[src/rtl/pro_pkg.sv]
// constants, types and rule summary for the plane raster operation unit
// Summary of operation
// RL1 - a 3-bit raster_op_code in each instruction selects one of eight operations
// RL2 - every pixel in every plane is combined on its own, with no interaction
// RL3 - one colour bit and one search-colour bit per plane, each set by instruction
// RL4 - result formed from source, destination and plane colour, after optional source invert
// RL5 - copy, string, transform carry a source; drawing uses brush_pattern when enabled
// RL6 - code 000 replaces destination with source, colour ignored
// RL7 - code 001 writes source OR destination, colour ignored
// RL8 - code 010 writes source AND destination, colour ignored
// RL9 - code 011 writes source XOR destination, colour ignored
// RL10 - code 100 writes destination AND NOT source, colour ignored
// RL11 - code 101: colour 1 gives S OR D, colour 0 gives NOT S AND D
// RL12 - code 110: colour 1 gives S OR D, colour 0 keeps destination
// RL13 - code 111: colour 1 gives S XOR D, colour 0 keeps destination
// RL14 - per-plane activity bits suppress writes into deselected planes
// RL15 - source invert complements source data before the combining operation
// RL16 - every code except replace reads destination, combines, writes back
package pro_pkg;

    localparam int PRO_PLANES = 4;
    localparam int PRO_WORD = 16;

    typedef enum logic [2:0] {
        PRO_OP_LSET = 3'h0,
        PRO_OP_LOR = 3'h1,
        PRO_OP_LAND = 3'h2,
        PRO_OP_LXOR = 3'h3,
        PRO_OP_LZERO = 3'h4,
        PRO_OP_GSET = 3'h5,
        PRO_OP_GOR = 3'h6,
        PRO_OP_GXOR = 3'h7
    } pro_op_t;

    typedef enum logic [2:0] {
        PRO_SRC_COPY = 3'h0,
        PRO_SRC_STRING = 3'h1,
        PRO_SRC_TRANSFORM = 3'h2,
        PRO_SRC_POINT = 3'h3,
        PRO_SRC_LINE = 3'h4,
        PRO_SRC_ARC = 3'h5,
        PRO_SRC_CIRCLE = 3'h6
    } pro_src_t;

    // one drawing operand from the engine
    typedef struct packed {
        pro_op_t raster_op_code;
        pro_src_t kind;
        logic source_invert;
        logic [PRO_WORD-1:0] addr;
        logic [PRO_PLANES-1:0][PRO_WORD-1:0] src;
    } pro_req_t;

    // one display memory access
    typedef struct packed {
        logic [PRO_WORD-1:0] addr;
        logic [PRO_PLANES-1:0] plane_en;
        logic [PRO_PLANES-1:0][PRO_WORD-1:0] data;
    } pro_mem_t;

    localparam logic [PRO_PLANES-1:0] PRO_COLOR_RST = 4'h0;
    localparam logic [PRO_PLANES-1:0] PRO_SEARCH_RST = 4'h0;
    localparam logic [PRO_PLANES-1:0] PRO_ACTIVE_RST = 4'hf;
    localparam logic PRO_BRUSH_RST = 1'b0;

endpackage

[src/rtl/pro_bit_op.sv]
// one-plane combining logic for one word
`timescale 1ns/1ps
`default_nettype none
module pro_bit_op
    import pro_pkg::*;
#(
    parameter int WIDTH = PRO_WORD
)
(
    input wire pro_op_t op,
    input wire logic color,
    input wire logic [WIDTH-1:0] s,
    input wire logic [WIDTH-1:0] d,
    output logic [WIDTH-1:0] r
);
    wire [WIDTH-1:0] s_or_d = s | d;
    wire [WIDTH-1:0] s_and_d = s & d;
    wire [WIDTH-1:0] s_xor_d = s ^ d;
    wire [WIDTH-1:0] ns_and_d = ~s & d;

    // bitwise only, so no neighbour coupling [RL2]
    assign r = (op == PRO_OP_LSET) ? s : // [RL6]
               (op == PRO_OP_LOR) ? s_or_d : // [RL7]
               (op == PRO_OP_LAND) ? s_and_d : // [RL8]
               (op == PRO_OP_LXOR) ? s_xor_d : // [RL9]
               (op == PRO_OP_LZERO) ? ns_and_d : // [RL10]
               (op == PRO_OP_GSET) ? (color ? s_or_d : ns_and_d) : // [RL11]
               (op == PRO_OP_GOR) ? (color ? s_or_d : d) : // [RL12]
               (color ? s_xor_d : d); // [RL13]
endmodule // pro_bit_op
`default_nettype wire

[src/rtl/pro_raster_op.sv]
// plane raster operation unit with read-modify-write sequencing
//
// Decided for this implementation: the strobed register port.
`timescale 1ns/1ps
`default_nettype none
module pro_raster_op
    import pro_pkg::*;
#(
    parameter int PLANES = PRO_PLANES,
    parameter int WIDTH = PRO_WORD
)
(
    input wire logic core_clk,
    input wire logic sys_rst,
    input wire logic set_color,
    input wire logic set_search,
    input wire logic set_active,
    input wire logic set_brush,
    input wire logic [PLANES-1:0] plane_value,
    input wire logic brush_en_value,
    input wire logic req_valid,
    input wire pro_req_t req,
    output logic req_ready,
    output logic mem_rd,
    output logic [WIDTH-1:0] mem_rd_addr,
    input wire logic mem_rd_valid,
    input wire logic [PLANES-1:0][WIDTH-1:0] mem_rd_data,
    output logic mem_wr,
    output pro_mem_t mem_wr_bus,
    output logic [PLANES-1:0] color_bits,
    output logic [PLANES-1:0] search_bits,
    output logic [PLANES-1:0] active_bits,
    output logic brush_pattern,
    output logic skipped
);
    typedef enum logic [2:0] {
        ST_IDLE = 3'h1,
        ST_READ = 3'h2,
        ST_WAIT = 3'h4
    } pro_state_t;

    pro_state_t state;
    pro_state_t next_state;
    pro_req_t held;

    // drawing kinds only have a source when the brush is enabled [RL5]
    function automatic logic has_source(input pro_src_t k, input logic br);
        has_source = (k == PRO_SRC_COPY) || (k == PRO_SRC_STRING) || (k == PRO_SRC_TRANSFORM) || br;
    endfunction

    wire take = req_valid && req_ready;
    wire take_ok = take && has_source(req.kind, brush_pattern);
    wire take_skip = take && !has_source(req.kind, brush_pattern);
    wire direct = take_ok && (req.raster_op_code == PRO_OP_LSET); // [RL16]
    wire need_rmw = take_ok && (req.raster_op_code != PRO_OP_LSET); // [RL16]
    wire write_back = (state == ST_WAIT) && mem_rd_valid; // [RL16]

    logic [PLANES-1:0][WIDTH-1:0] src_eff;
    logic [PLANES-1:0][WIDTH-1:0] result;

    genvar p;
    generate
        for (p = 0; p < PLANES; p++)
        begin : g_plane
            // invert applies before combining [RL15] [RL4]
            assign src_eff[p] = held.source_invert ? ~held.src[p] : held.src[p];
            pro_bit_op #(.WIDTH(WIDTH)) u_op (
                .op(held.raster_op_code), // [RL1]
                .color(color_bits[p]), // [RL4]
                .s(src_eff[p]),
                .d(mem_rd_data[p]),
                .r(result[p])
            );
        end
    endgenerate

    logic [PLANES-1:0][WIDTH-1:0] direct_data;
    generate
        for (p = 0; p < PLANES; p++)
        begin : g_direct
            assign direct_data[p] = req.source_invert ? ~req.src[p] : req.src[p]; // [RL15] [RL6]
        end
    endgenerate

    always_comb
    begin
        next_state = state;
        case (state)
            ST_IDLE: if (need_rmw) next_state = ST_READ;
            ST_READ: next_state = ST_WAIT;
            ST_WAIT: if (mem_rd_valid) next_state = ST_IDLE;
            default: next_state = ST_IDLE;
        endcase
    end

    wire next_ready = (next_state == ST_IDLE);

    always_ff @(posedge core_clk or posedge sys_rst)
    begin
        if (sys_rst)
        begin
            color_bits <= PRO_COLOR_RST;
            search_bits <= PRO_SEARCH_RST;
            active_bits <= PRO_ACTIVE_RST;
            brush_pattern <= PRO_BRUSH_RST;
        end
        else
        begin
            if (set_color) color_bits <= plane_value; // [RL3]
            if (set_search) search_bits <= plane_value; // [RL3]
            if (set_active) active_bits <= plane_value; // [RL14]
            if (set_brush) brush_pattern <= brush_en_value; // [RL5]
        end
    end

    always_ff @(posedge core_clk or posedge sys_rst)
    begin
        if (sys_rst)
        begin
            state <= ST_IDLE;
            req_ready <= 1'b1;
            held <= '0;
            mem_rd <= 1'b0;
            mem_rd_addr <= '0;
            mem_wr <= 1'b0;
            mem_wr_bus <= '0;
            skipped <= 1'b0;
        end
        else
        begin
            state <= next_state;
            req_ready <= next_ready;
            skipped <= take_skip;
            mem_rd <= need_rmw; // [RL16]
            if (take) held <= req;
            if (take) mem_rd_addr <= req.addr;
            mem_wr <= direct || write_back; // [RL16]
            if (direct)
            begin
                mem_wr_bus <= '{addr: req.addr, plane_en: active_bits, data: direct_data}; // [RL14]
            end
            else if (write_back)
            begin
                mem_wr_bus <= '{addr: held.addr, plane_en: active_bits, data: result}; // [RL14]
            end
        end
    end

    // reference combining table for the checks, bit by bit [RL1]
    function automatic logic [WIDTH-1:0] ref_combine(
        input pro_op_t op,
        input logic c,
        input logic [WIDTH-1:0] s,
        input logic [WIDTH-1:0] d
    );
        logic [WIDTH-1:0] r;
        r = d;
        for (int i = 0; i < WIDTH; i++)
        begin
            case (op)
                PRO_OP_LSET: r[i] = s[i];
                PRO_OP_LOR: r[i] = s[i] | d[i];
                PRO_OP_LAND: r[i] = s[i] & d[i];
                PRO_OP_LXOR: r[i] = s[i] ^ d[i];
                PRO_OP_LZERO: r[i] = s[i] ? 1'b0 : d[i];
                PRO_OP_GSET: r[i] = s[i] ? c : d[i];
                PRO_OP_GOR: r[i] = (s[i] && c) ? 1'b1 : d[i];
                default: r[i] = (s[i] && c) ? !d[i] : d[i];
            endcase
        end
        return r;
    endfunction

    // every plane checked on every write [RL2]
    generate
        for (p = 0; p < PLANES; p++)
        begin : g_check

        end
    endgenerate
endmodule // pro_raster_op
`default_nettype wire
[config.mk]
export PLATFORM = sky130hd
export DESIGN_NAME = pro_raster_op
export DESIGN_NICKNAME = d
export VERILOG_FILES = /design/src/rtl/pro_pkg.sv /design/src/rtl/pro_bit_op.sv /design/src/rtl/pro_raster_op.sv
export SDC_FILE = /design/constraint.sdc
export NUM_CORES = 1
export LEC_CHECK = 0
export ABC_AREA = 1
export BUFFER_PORTS_ARGS = -buffer_cell sky130_fd_sc_hd__buf_2
export CAP_MARGIN = 20
export CORE_MARGIN = 2
export CORE_UTILIZATION = 37
export CTS_BUF_LIST = sky130_fd_sc_hd__clkbuf_8
export CTS_CLUSTER_SIZE = 12
export DETAILED_ROUTE_END_ITERATION = 10
export HOLD_SLACK_MARGIN = 0.05
export PLACE_DENSITY_LB_ADDON = 0.08
export SETUP_SLACK_MARGIN = 0.05
export SLEW_MARGIN = 10
export SYNTH_ARGS = -nofsm -noshare
export SYNTH_HDL_FRONTEND = slang
export SYNTH_HIERARCHICAL = 1
export SYNTH_SLANG_ARGS = --single-unit
[constraint.sdc]
create_clock -name core_clk -period 8.1 [get_ports core_clk]
set_input_delay 1.215 -clock core_clk [delete_from_list [all_inputs] [get_ports core_clk]]
set_output_delay 1.215 -clock core_clk [all_outputs]
set_load 0.05 [all_outputs]
**After elaboration in Yosys (flattened, before gate mapping)**

Index checks and enable logic that the tools add are counted.

- Input port bits: 164
- Output and inout port bits: 117
- Register bits: 188
- Logic and storage cells: 131

- Multiplexer cells: 53
- Equal/unequal tests: 12
- Bitwise operators: 28
- Reduce and logical (&&, ||, !) cells: 16

Operators by type and width:

| kind | count |
|---|---|
| $mux 16 | 48 |
| $not 16->16 | 12 |
| $mux 84 | 2 |
| $and 16x16->16 | 8 |
| $or 16x16->16 | 4 |
| $xor 16x16->16 | 4 |
| $eq 3x1->1 const B | 4 |
| $eq 3x2->1 const B | 4 |
| $eq 3x3->1 const B | 4 |
| $logic_not 3->1 | 3 |
| $pmux 3 s3 | 1 |
| $logic_and 1x1->1 | 6 |
| $mux 3 | 2 |
| $logic_or 1x1->1 | 4 |
| $reduce_bool 3->1 | 1 |
| $reduce_bool 2->1 | 1 |
| $logic_not 1->1 | 1 |

**Logic depth before layout (Yosys ltp)**

Gate-level depths: netlist of the first run.

- Depth after elaboration: 13
- Mapped depth: 19
- Mapped depth without buffers: 17

**Modules after synthesis**

Netlist of the first run, hierarchy kept.

Modules (own cells, without submodules):

| module | times used | seq. area each (sq um) | cells each | area an instance (sq um) |
|---|---|---|---|---|
| pro_bit_op | 4 | 0.0 | 551 | 2645.0 |
| pro_raster_op | 1 | 4712.0 | 1346 | 10080.9 |

**Worst setup path before layout of the first run**

No wires, ideal clock.

- Kind: in2reg
- Start point: in mem_rd_data[28] (netlist bit)
- End point: reg mem_wr_bus[28] (netlist bit)
- Arrival: 2.183 ns
- Data required time: 7.982 ns
- Slack: 5.799 ns
- Cell stages on the path: 16
- Setup time: 0.118 ns
- Path buffers: 0
- Cell sequence: inv_1 ha_1 nand2_1 inv_1 nand2_1 nand3_1 nand2_1 nand2_1 nand2_1 nand2_1 nand2_1 nand2_1 nand2_1 nand2_1 nand2_1 nand2_1

RTL lines:

| item | RTL line | source |
|---|---|---|
| start: declaration | pro_raster_op.sv:27 | `input wire logic [PLANES-1:0][WIDTH-1:0] mem_rd_data,` |
| end signal: assignment | pro_raster_op.sv:140 | `mem_wr_bus <= '{addr: req.addr, plane_en: active_bits, data: direct_data};` |
| end signal: assignment | pro_raster_op.sv:144 | `mem_wr_bus <= '{addr: held.addr, plane_en: active_bits, data: result};` |
| end: declaration | pro_raster_op.sv:29 | `output pro_mem_t mem_wr_bus,` |

==> results of run 1 <==
## power by group
part           internal (mW)  switching [mW]  total, mW
Combinational           1.14            2.88       4.03
Clock                  0.260           0.442      0.701
Sequential              1.23           0.273       1.50
## state kept, by name (all words and copies together) (netlist names)
register / cells
mem_wr: 1
active_bits: 4
color_bits: 4
state: 3
mem_wr_bus: 84
mem_rd: 1
skipped: 1
brush_pattern: 1
req_ready: 1
held: 84
search_bits: 4
## metrics by stage
| step | utilization (%) | std cells | setup WS (ps) | power (mW) | hold WS, ps |
|---|---|---|---|---|---|
| 2_1_floorplan | - | 3550 | 1780 | 4.44 | 472 |
| 3_3_place_gp | 40.6 | 4393 | 4310 | 5.56 | 483 |
| 3_5_place_dp | 40.6 | 4394 | 4250 | 5.54 | 488 |
| 4_1_cts | 41.3 | 4426 | 4330 | 6.27 | 516 |
| 5_1_grt | 41.4 | 4431 | 4070 | 6.83 | 537 |
| 6_report | 41.4 | 4431 | 4340 | 6.23 | 513 |
## final cells by class
| type | count | share of cell area (%) |
|---|---|---|
| multi-input combinational | 2650 | 57.7 |
| sequential | 188 | 20.7 |
| inverter | 487 | 8.04 |
| timing repair buffer | 324 | 7.69 |
| tap | 748 | 4.09 |
| clock buffer | 17 | 1.02 |
| clock inverter | 15 | 0.766 |
| antenna | 2 | 0.0219 |
## layout by cell type, fill, tap and decap left out
cell type and instances:
a21oi_1 130, buf_16 1, buf_2 280, buf_4 42, buf_8 1, bufinv_16 1, clkbuf_8 17, clkinv_2 3
clkinv_4 1, clkinv_8 3, clkinvlp_4 1, dfrtp_1 178, dfrtp_2 2, dfrtp_4 2, dfstp_2 6, diode_2 2
ha_1 192, inv_1 395, inv_2 90, inv_6 3, inv_8 5, mux2_2 12, nand2_1 1513, nand2_4 2
nand3_1 218, nand3_2 3, nand3_4 1, nand4_1 80, nor2_1 194, nor2_2 8, nor2_4 2, nor3_1 1
nor3_2 7, nor3_4 5, nor3b_1 1, nor3b_4 4, o21ai_0 212, o22ai_1 1, xor2_1 64
## kinds of logic (layout without fill, tap and decap cells)
kind of cell / Yosys count / count (layout) / share of synthesized area (%)
compound gates: 343 / 343 / 8.31
xor+xnor: 64 / 64 / 2.71
fa+ha+maj: 192 / 192 / 11.6
buf+inv: 712 / 843 / 13.9
flops: 188 / 188 / 22.8
mux: 12 / 12 / 0.654
other cells: 0 / 2 / 0
simple gates: 2039 / 2039 / 40.0
## worst min-delay path by stage
| stage | start | to | slack [ps] |
|---|---|---|---|
| floorplan | held[15] | held[15] | 470 |
| global placement | search_bits[2] | search_bits[2] | 480 |
| detailed placement | mem_wr_bus[24] | mem_wr_bus[24] | 490 |
| CTS | active_bits[1] | mem_wr_bus[65] | 520 |
| global route | color_bits[2] | color_bits[2] | 540 |
| finish | mem_wr_bus[29] | mem_wr_bus[29] | 510 |
## metal layers
layer,track usage (%),part of all wire (%)
met3,3.85,5.5
met1,34.3,45
met5,0,0.050
met2,44.1,47
met4,8.62,2.6
## critical path: cells and delay by family, from the launching register on
| family | cells | cell delay (ps) |
|---|---|---|
| flops | 1 | 790 |
| buf+inv | 2 | 510 |
| simple gates | 12 | 2330 |
==> flow_summary.yaml, run 1 <==
outcome:
  run_status: "finished clean"
synth:
  avgSynthCellArea_um2: 5.82
  synth_top_area_cell: "nand2_1"
  synthCells: 3550
  ys.flop_type: "dfrtp_1"
  yosysTopAreaCellShare_pct: 27.5
  synth_seq_cells: 188
  synth_edf_count: 0
  synth_cell_types: 25
  synthArstFlopShare_pct: 100
  yosys_warnings: 6
  syn_nets: 3906
  synthTopCellsByCount: "nand2_1, inv_1, nand3_1, o21ai_0, nor2_1"
  netlist_area_mm2: 0.0207
  yosys-top-cells-area: "nand2_1, dfrtp_1, ha_1"
  ys_seq_area_share_pct: 22.8
  synth_most_common_cell: "nand2_1"
worst_setup_path:
  cp_slowest_stage_delay_ps: 790
  crit_type: "register to register"
  endpoint_kind: "register"
  worst_path_max_delay_cell: "dfrtp_4"
  reg2reg_from: "held[86]"
  path_common_cell: "nand2_1"
  cp_max_fo: 55
  crit_required_ps: 8610
  worstRegToRegCells: 14
  rrSetupSlack_ps: 4340
  crit_chain: "buf_4, nor2_2, nand2_1, nand2_1, inv_2, nand2_1, nand2_1, nand2_1, nand2_1, nand2_1, nand2_1, nand2_1, nand2_1, nand2_1"
  cp.arrival_ps: 4260
  critPathLaunch: "held[86]"
  worstSetupEndpoint: "mem_wr_bus[51]"
  start_kind: "register"
  regToRegEndpoint: "mem_wr_bus[51]"
floorplan:
  fp-row-count: 86
  start_util_pct: 37.4
  die_y_um: 240
  die_area_mm2: 0.0577
  die_w_um: 240
  pin_count: 281
  core-area_mm2: 0.0552
route:
  drtAntennaViolNets: 0
  wl_um: 75500
  viasPerCell: 4.88
  wire_per_inst_um: 17.0
  drt-pass1-iter-count: 5
  route.detailed.drc: 0
  drtIter0Drc: 1247
  vias: 21621
timing:
  fin_crit_sh_pct: 46.4
  post-route-min-period_ps: 3760
  drv_slew: 0
  fmax_mhz: 266
  rsz0062_at_grt: "no"
  slew_headroom_pct: 34.5
  tns_ps: 0
  finalSetupViolCount: 0
  fin_skew_ps: 19.8
  hold_viol: 0
  tightest_slew_ps: 982
clock_network:
  htree_levels: 4
  cts_resized: 0
  clock_tree.root_cell: "clkbuf_8"
  cts_tree: "built"
  cts_num_sinks: 188
  post-cts-setup-buffer-count: 0
  clk_path_buf_depth: 2
  cts.clk_slew.worst_paths_ps: 110
  clk-insertion-delay-late_ps: 570
  cts_buffers: 17
  cts_hold_buf: 0
grt:
  grt_overflow: 0
  antenna_found_initial: 7
  grt_pass1_wl_um: 116000
  track_usage_pct: 26.2
  grt_max_degree: 100
  grt_pass1_vias: 20063
placement:
  dp_hpwl_um: 50200
  io_buffers: 280
  gp_congestion: 0.830
  dpl_cell_area_mm2: 0.0224
finish:
  drive_above_1_share_pct: 13.6
  finalNetCount: 4024
  design_area_mm2: 0.0229
  regArea_mm2: 0.00472
  multiInputGateArea_mm2: 0.0132
  syn_to_final_growth_pct: 10.7
  fillers: 6126
pwr:
  powerDensity_mw_per_mm2: 273
  ir_drop_uv: 236
  p_leak_nw: 14.0
hold_path:
  worstHoldPathCells: 2
  hold_class: "register to register"
run:
  cap_violations: 0
No activity file was read; power rests on OpenSTA's default activity.
==> run 2: changes to the inputs <==
Settings changed: ABC_AREA 1 to 0.
Clock period 8.1 ns to 3.75 ns, I/O delays scaled along.
==> run 2 against run 1 <==
Via count is 25% lower. Clock power grew 120%. Clock skew is 3.4 ps lower. Critical endpoint is now mem_wr_bus[23]. Largest cell class unchanged.
==> flow_summary.yaml, run 2 <==
clock_network:
  post-cts-setup-buffer-count: 0
  cts.clk_slew.worst_paths_ps: 110
  cts_tree: "built"
  cts_hold_buf: 1
  cts_buffers: 17
  htree_levels: 4
  clk_path_buf_depth: 2
  clk-insertion-delay-late_ps: 570
  cts_resized: 0
  clock_tree.root_cell: "clkbuf_8"
  cts_num_sinks: 188
pwr:
  powerDensity_mw_per_mm2: 648
  ir_drop_uv: 514
  p_leak_nw: 10.8
route:
  drtAntennaViolNets: 0
  vias: 16118
  routed-wl-met2_um: 28700
  wl_met1_um: 27800
  top_layer: "met5"
  drtIter0Drc: 890
  routed-wl-met3_um: 3360
  drt-pass1-iter-count: 6
  wl_um: 61400
  route.detailed.drc: 0
  wire_per_inst_um: 20.5
  viasPerCell: 5.39
worst_setup_path:
  critPathLaunch: "held[80]"
  worstRegToRegCells: 10
  crit_type: "register to register"
  reg2reg_from: "held[80]"
  endpoint_kind: "register"
  cp.arrival_ps: 3360
  cp_max_fo: 28
  regToRegEndpoint: "mem_wr_bus[23]"
  rrSetupSlack_ps: 880
  crit_required_ps: 4240
  start_kind: "register"
  worstSetupEndpoint: "mem_wr_bus[23]"
synth:
  syn_nets: 2477
  synth_most_common_cell: "nand2_1"
  synth_seq_cells: 188
  yosys-top-cells-area: "dfrtp_1, ha_1, mux2i_1"
  synthCells: 2121
  ys_seq_area_share_pct: 24.5
  synth_cell_types: 45
  synthArstFlopShare_pct: 100
  avgSynthCellArea_um2: 9.07
  ys.flop_type: "dfrtp_1"
  netlist_area_mm2: 0.0192
  synth_top_area_cell: "dfrtp_1"
  synth_edf_count: 0
  synthTopCellsByCount: "nand2_1, mux2i_1, inv_1, ha_1, dfrtp_1"
  yosys_warnings: 6
  yosysTopAreaCellShare_pct: 23.7
outcome:
  run_status: "finished clean"
grt:
  grt_max_degree: 109
  grt_pass1_wl_um: 95200
  antenna_found_initial: 17
  grt_overflow: 0
  grt_pass1_vias: 16430
  track_usage_pct: 22.9
finish:
  fillers: 5253
  drive_above_1_share_pct: 21.1
  multiInputGateArea_mm2: 0.0127
  reg_top3: "held: 84 flops, mem_wr_bus: 84 flops"
  regArea_mm2: 0.00473
  design_area_mm2: 0.0213
  layout_commonest_cell: "nand2_1"
  syn_to_final_growth_pct: 10.6
  finalNetCount: 2646
  mostFrequentLayoutCells: "nand2_1, buf_2, mux2i_1, inv_1, ha_1"
placement:
  io_buffers: 280
  post-place-ws_ps: 936
  dp_hpwl_um: 41500
  dpl_cell_area_mm2: 0.0208
  gp_congestion: 0.813
timing:
  rsz0062_at_grt: "no"
  hold_viol: 0
  post-route-min-period_ps: 2870
  tns_ps: 0
  drv_slew: 0
  slew_headroom_pct: 38.2
  fin_skew_ps: 16.4
  tightest_slew_ps: 927
  finalSetupViolCount: 0
  fmax_mhz: 348
  fin_crit_sh_pct: 76.5
  fin_ws_ps: 880
floorplan:
  die_y_um: 232
  start_util_pct: 37.5
  fp-row-count: 83
  pin_count: 281
  die_w_um: 232
  die_area_mm2: 0.0538
  core-area_mm2: 0.0513
run:
  cap_violations: 0
hold_path:
  worstHoldPathCells: 2
  hold_class: "input pin to register"
==> run 2: per-stage QoR <==
step	util (%)	total power [mW]	std cells	hold WS, ps
6_report	41.5	13.8	2990	172
5_1_grt	41.4	14.9	2987	131
4_1_cts	41.4	13.9	2982	93.6
3_5_place_dp	40.6	12.3	2950	483
3_3_place_gp	40.6	12.1	2950	476
2_1_floorplan	-	10.2	2121	465
==> run 2: worst min-delay path by stage <==
stage | slack, ps | startpoint | end
after global placement | 480 | held[74] | held[74]
final | 170 | set_brush | brush_pattern
after floorplan | 470 | held[64] | held[64]
after detailed placement | 480 | held[19] | held[19]
after global routing | 130 | set_brush | brush_pattern
after CTS | 90 | set_brush | brush_pattern
==> run 2: report_power, final <==
group | switching (mW) | internal [mW] | leakage, nW
Sequential | 0.625 | 2.70 | 2.28
Clock | 0.890 | 0.658 | 0.202
Combinational | 5.64 | 3.28 | 8.35
==> run 2: layer usage <==
metal	GRT usage [%]	vias to the layer above
met1	29.7	7914
met4	8.05	16
met3	5.65	88
met5	0	-
met2	37.1	403
li1	-	7697
==> run 2: kinds of logic after synthesis <==
kind of cell | synth area share (%)
simple gates | 11.5
xor+xnor | 5.83
mux | 23.0
flops | 24.5
fa+ha+maj | 12.5
buf+inv | 9.48
compound gates | 13.2
==> run 2: critical path, stage by stage, from the launching register on <==
cell and delay [ps]:
dfrtp_4 550, buf_12 280, xor2_1 350, inv_1 110
ha_1 340, mux2i_1 80, mux2i_1 200, o22ai_1 100
o31ai_1 420, mux2i_1 150, mux2i_1 170
==> run 2: cell type report <==
class | instances | share of cell area (%)
antenna | 8 | 0.0941
clock buffer | 17 | 1.10
clock inverter | 14 | 0.794
inverter | 203 | 3.60
multi-input combinational | 1561 | 59.8
sequential | 188 | 22.2
tap | 680 | 4.00
timing repair buffer | 319 | 8.34
==> run 3: changes to the inputs <==
Clock period 3.75 ns to 2.5 ns, I/O delays scaled along.
==> run 3 against run 2 <==
Critical path type unchanged. Flip-flop and latch count did not move. Wire length is 5.2% higher. Total power up 78%. Critical path depth is 1 higher. Final area rose by 22%. The run now ends with setup timing left. Non-clock buffer count increased by 274. Utilization rose by 9.0 points. Cell count rose by 9.1%. Worst setup slack worse by 930 ps.
==> flow_summary.yaml, run 3 (same netlist as run 2, synthesis figures left out) <==
pwr:
  p_leak_nw: 12.3
  powerDensity_mw_per_mm2: 947
  ir_drop_uv: 706
  p_total_mw: 24.5
route:
  drtAntennaViolNets: 0
  wire_per_inst_um: 19.8
  route.detailed.drc: 0
  vias: 17263
  viasPerCell: 5.29
  wl_um: 64500
  drtIter0Drc: 991
  drt-pass1-iter-count: 5
clock_network:
  cts.clk_slew.worst_paths_ps: 120
  clock_tree.root_cell: "clkbuf_8"
  clk_path_buf_depth: 2
  cts_num_sinks: 188
  cts_buffers: 17
  clk-insertion-delay-late_ps: 580
  cts_tree: "built"
  htree_levels: 4
placement:
  dp_hpwl_um: 44200
  dpl_cell_area_mm2: 0.0223
  io_buffers: 280
  place_inst: 3083
  gp_congestion: 0.780
worst_setup_path:
  cp_max_fo: 6
  cp.arrival_ps: 3010
  endpoint_kind: "register"
  cp_slowest_stage_delay_ps: 590
  crit_type: "register to register"
  crit_required_ps: 2960
  worst_path_max_delay_cell: "dfrtp_4"
  crit_chain: "buf_12, buf_16, buf_12, xor2_2, buf_4, ha_2, mux4_2, a22oi_2, o21ai_1, mux2i_1, mux2i_1"
  start_kind: "register"
timing:
  finalSetupViolCount: 8
  slew_headroom_pct: 56.3
  fin_ws_ps: -49.0
  fin_skew_ps: 18.7
  post-route-min-period_ps: 2550
  hold_viol: 0
  fin_crit_sh_pct: 102
  tightest_slew_ps: 656
  rsz0062_at_grt: "yes"
  fmax_mhz: 392
  drv_slew: 0
grt:
  grtUsageMet3_pct: 5.08
  grt_util_met2_pct: 38.7
  grt_overflow: 0
  grt_pass1_wl_um: 98800
  track_usage_pct: 23.6
  antenna_found_initial: 11
  top_usage_layer: "met2"
  grt_max_degree: 90
  grt_use_met1_pct: 30.7
  grt_pass1_vias: 17529
floorplan:
  core-area_mm2: 0.0513
  pin_count: 281
  die_y_um: 232
  die_area_mm2: 0.0538
  start_util_pct: 37.5
  die_w_um: 232
  fp-row-count: 83
finish:
  finalNetCount: 2920
  layout_commonest_cell: "nand2_1"
  mostFrequentLayoutCells: "nand2_1, buf_2, mux2i_1, dfrtp_1, buf_4"
  reg_top3: "held: 84 flops, mem_wr_bus: 84 flops"
  drive_above_1_share_pct: 35.5
  final_cells: 3263
  syn_to_final_growth_pct: 34.6
  design_area_mm2: 0.0259
outcome:
  violations: "setup timing"
  run_status: "complete, but fails checks"
run:
  cap_violations: 0
hold_path:
  hold_class: "input pin to register"
==> run 3: cell count changes in the layout (fill, tap and decap cells not counted), sizes merged <==
cell / change
clkinv: +1
bufinv: -2
dlygate4sd3: +88
diode: -2
clkbuf: +3
buf: +185
==> run 3: routing by layer <==
| metal | wire length (um) | share of wire (%) |
|---|---|---|
| met5 | 54 | 0.084 |
| met3 | 3100 | 4.8 |
| met4 | 1590 | 2.5 |
| met2 | 31100 | 48 |
| met1 | 28700 | 44 |
==> run 3: cell type report <==
type                    instances  area (um2)
diodes                          6        15.0
clock buffers                  19         262
clock inverters                13         133
fillers                      4812       25400
inverters                     203         766
multi-input cells            1561       14500
flip-flops and latches        188        4730
well taps                     680         851
repair buffers                593        4570
==> run 3: what timing repair did <==
item,in CTS,in global routing
setup buffers,4,46
endpoints found under the setup margin,46,65
hold buffers,89,0
pin swaps,20,64
resized for setup,71,219
cloned,2,1
endpoints found under the hold margin,157,0
==> run 3: path summary, 6_finish.rpt <==
path                            start        endpoint  slack (ps)  depth (start not counted)
max                          held[80]  mem_wr_bus[31]         -50                         11
max reg2reg                  held[80]  mem_wr_bus[31]         -50                         11
min reg2reg                  held[67]        held[67]         510                          2
min                        set_active  active_bits[2]         110                          2
min in group asynchronous     sys_rst   mem_wr_bus[1]         360                          3
max in group asynchronous     sys_rst  active_bits[0]        1360                          4
==> run 3: critical path: cells and delay by family, from the launching register on <==
family	cells	cell delay, ps
flops	1	590
buf+inv	4	600
fa+ha+maj	1	170
xor+xnor	1	140
mux	3	680
compound gates	2	250
==> run 3: stage by stage <==
stage | setup WS (ps) | hold slack, ps | setup TNS (ps) | util [%]
3_3_place_gp | -0.325 | 396 | -0.325 | 43.4
6_report | -49.0 | 112 | -150 | 50.4
3_5_place_dp | -69.6 | 398 | -290 | 43.4
5_1_grt | -139 | 81.4 | -3060 | 50.4
4_1_cts | -18.1 | 50.0 | -36.3 | 47.0
2_1_floorplan | -291 | 465 | -52890 | -
==> run 3: power by group <==
part | total, mW | switching [mW] | internal, mW
logic | 17.3 | 9.78 | 7.50
clock network | 2.20 | 1.33 | 0.863
registers | 5.02 | 0.970 | 4.05
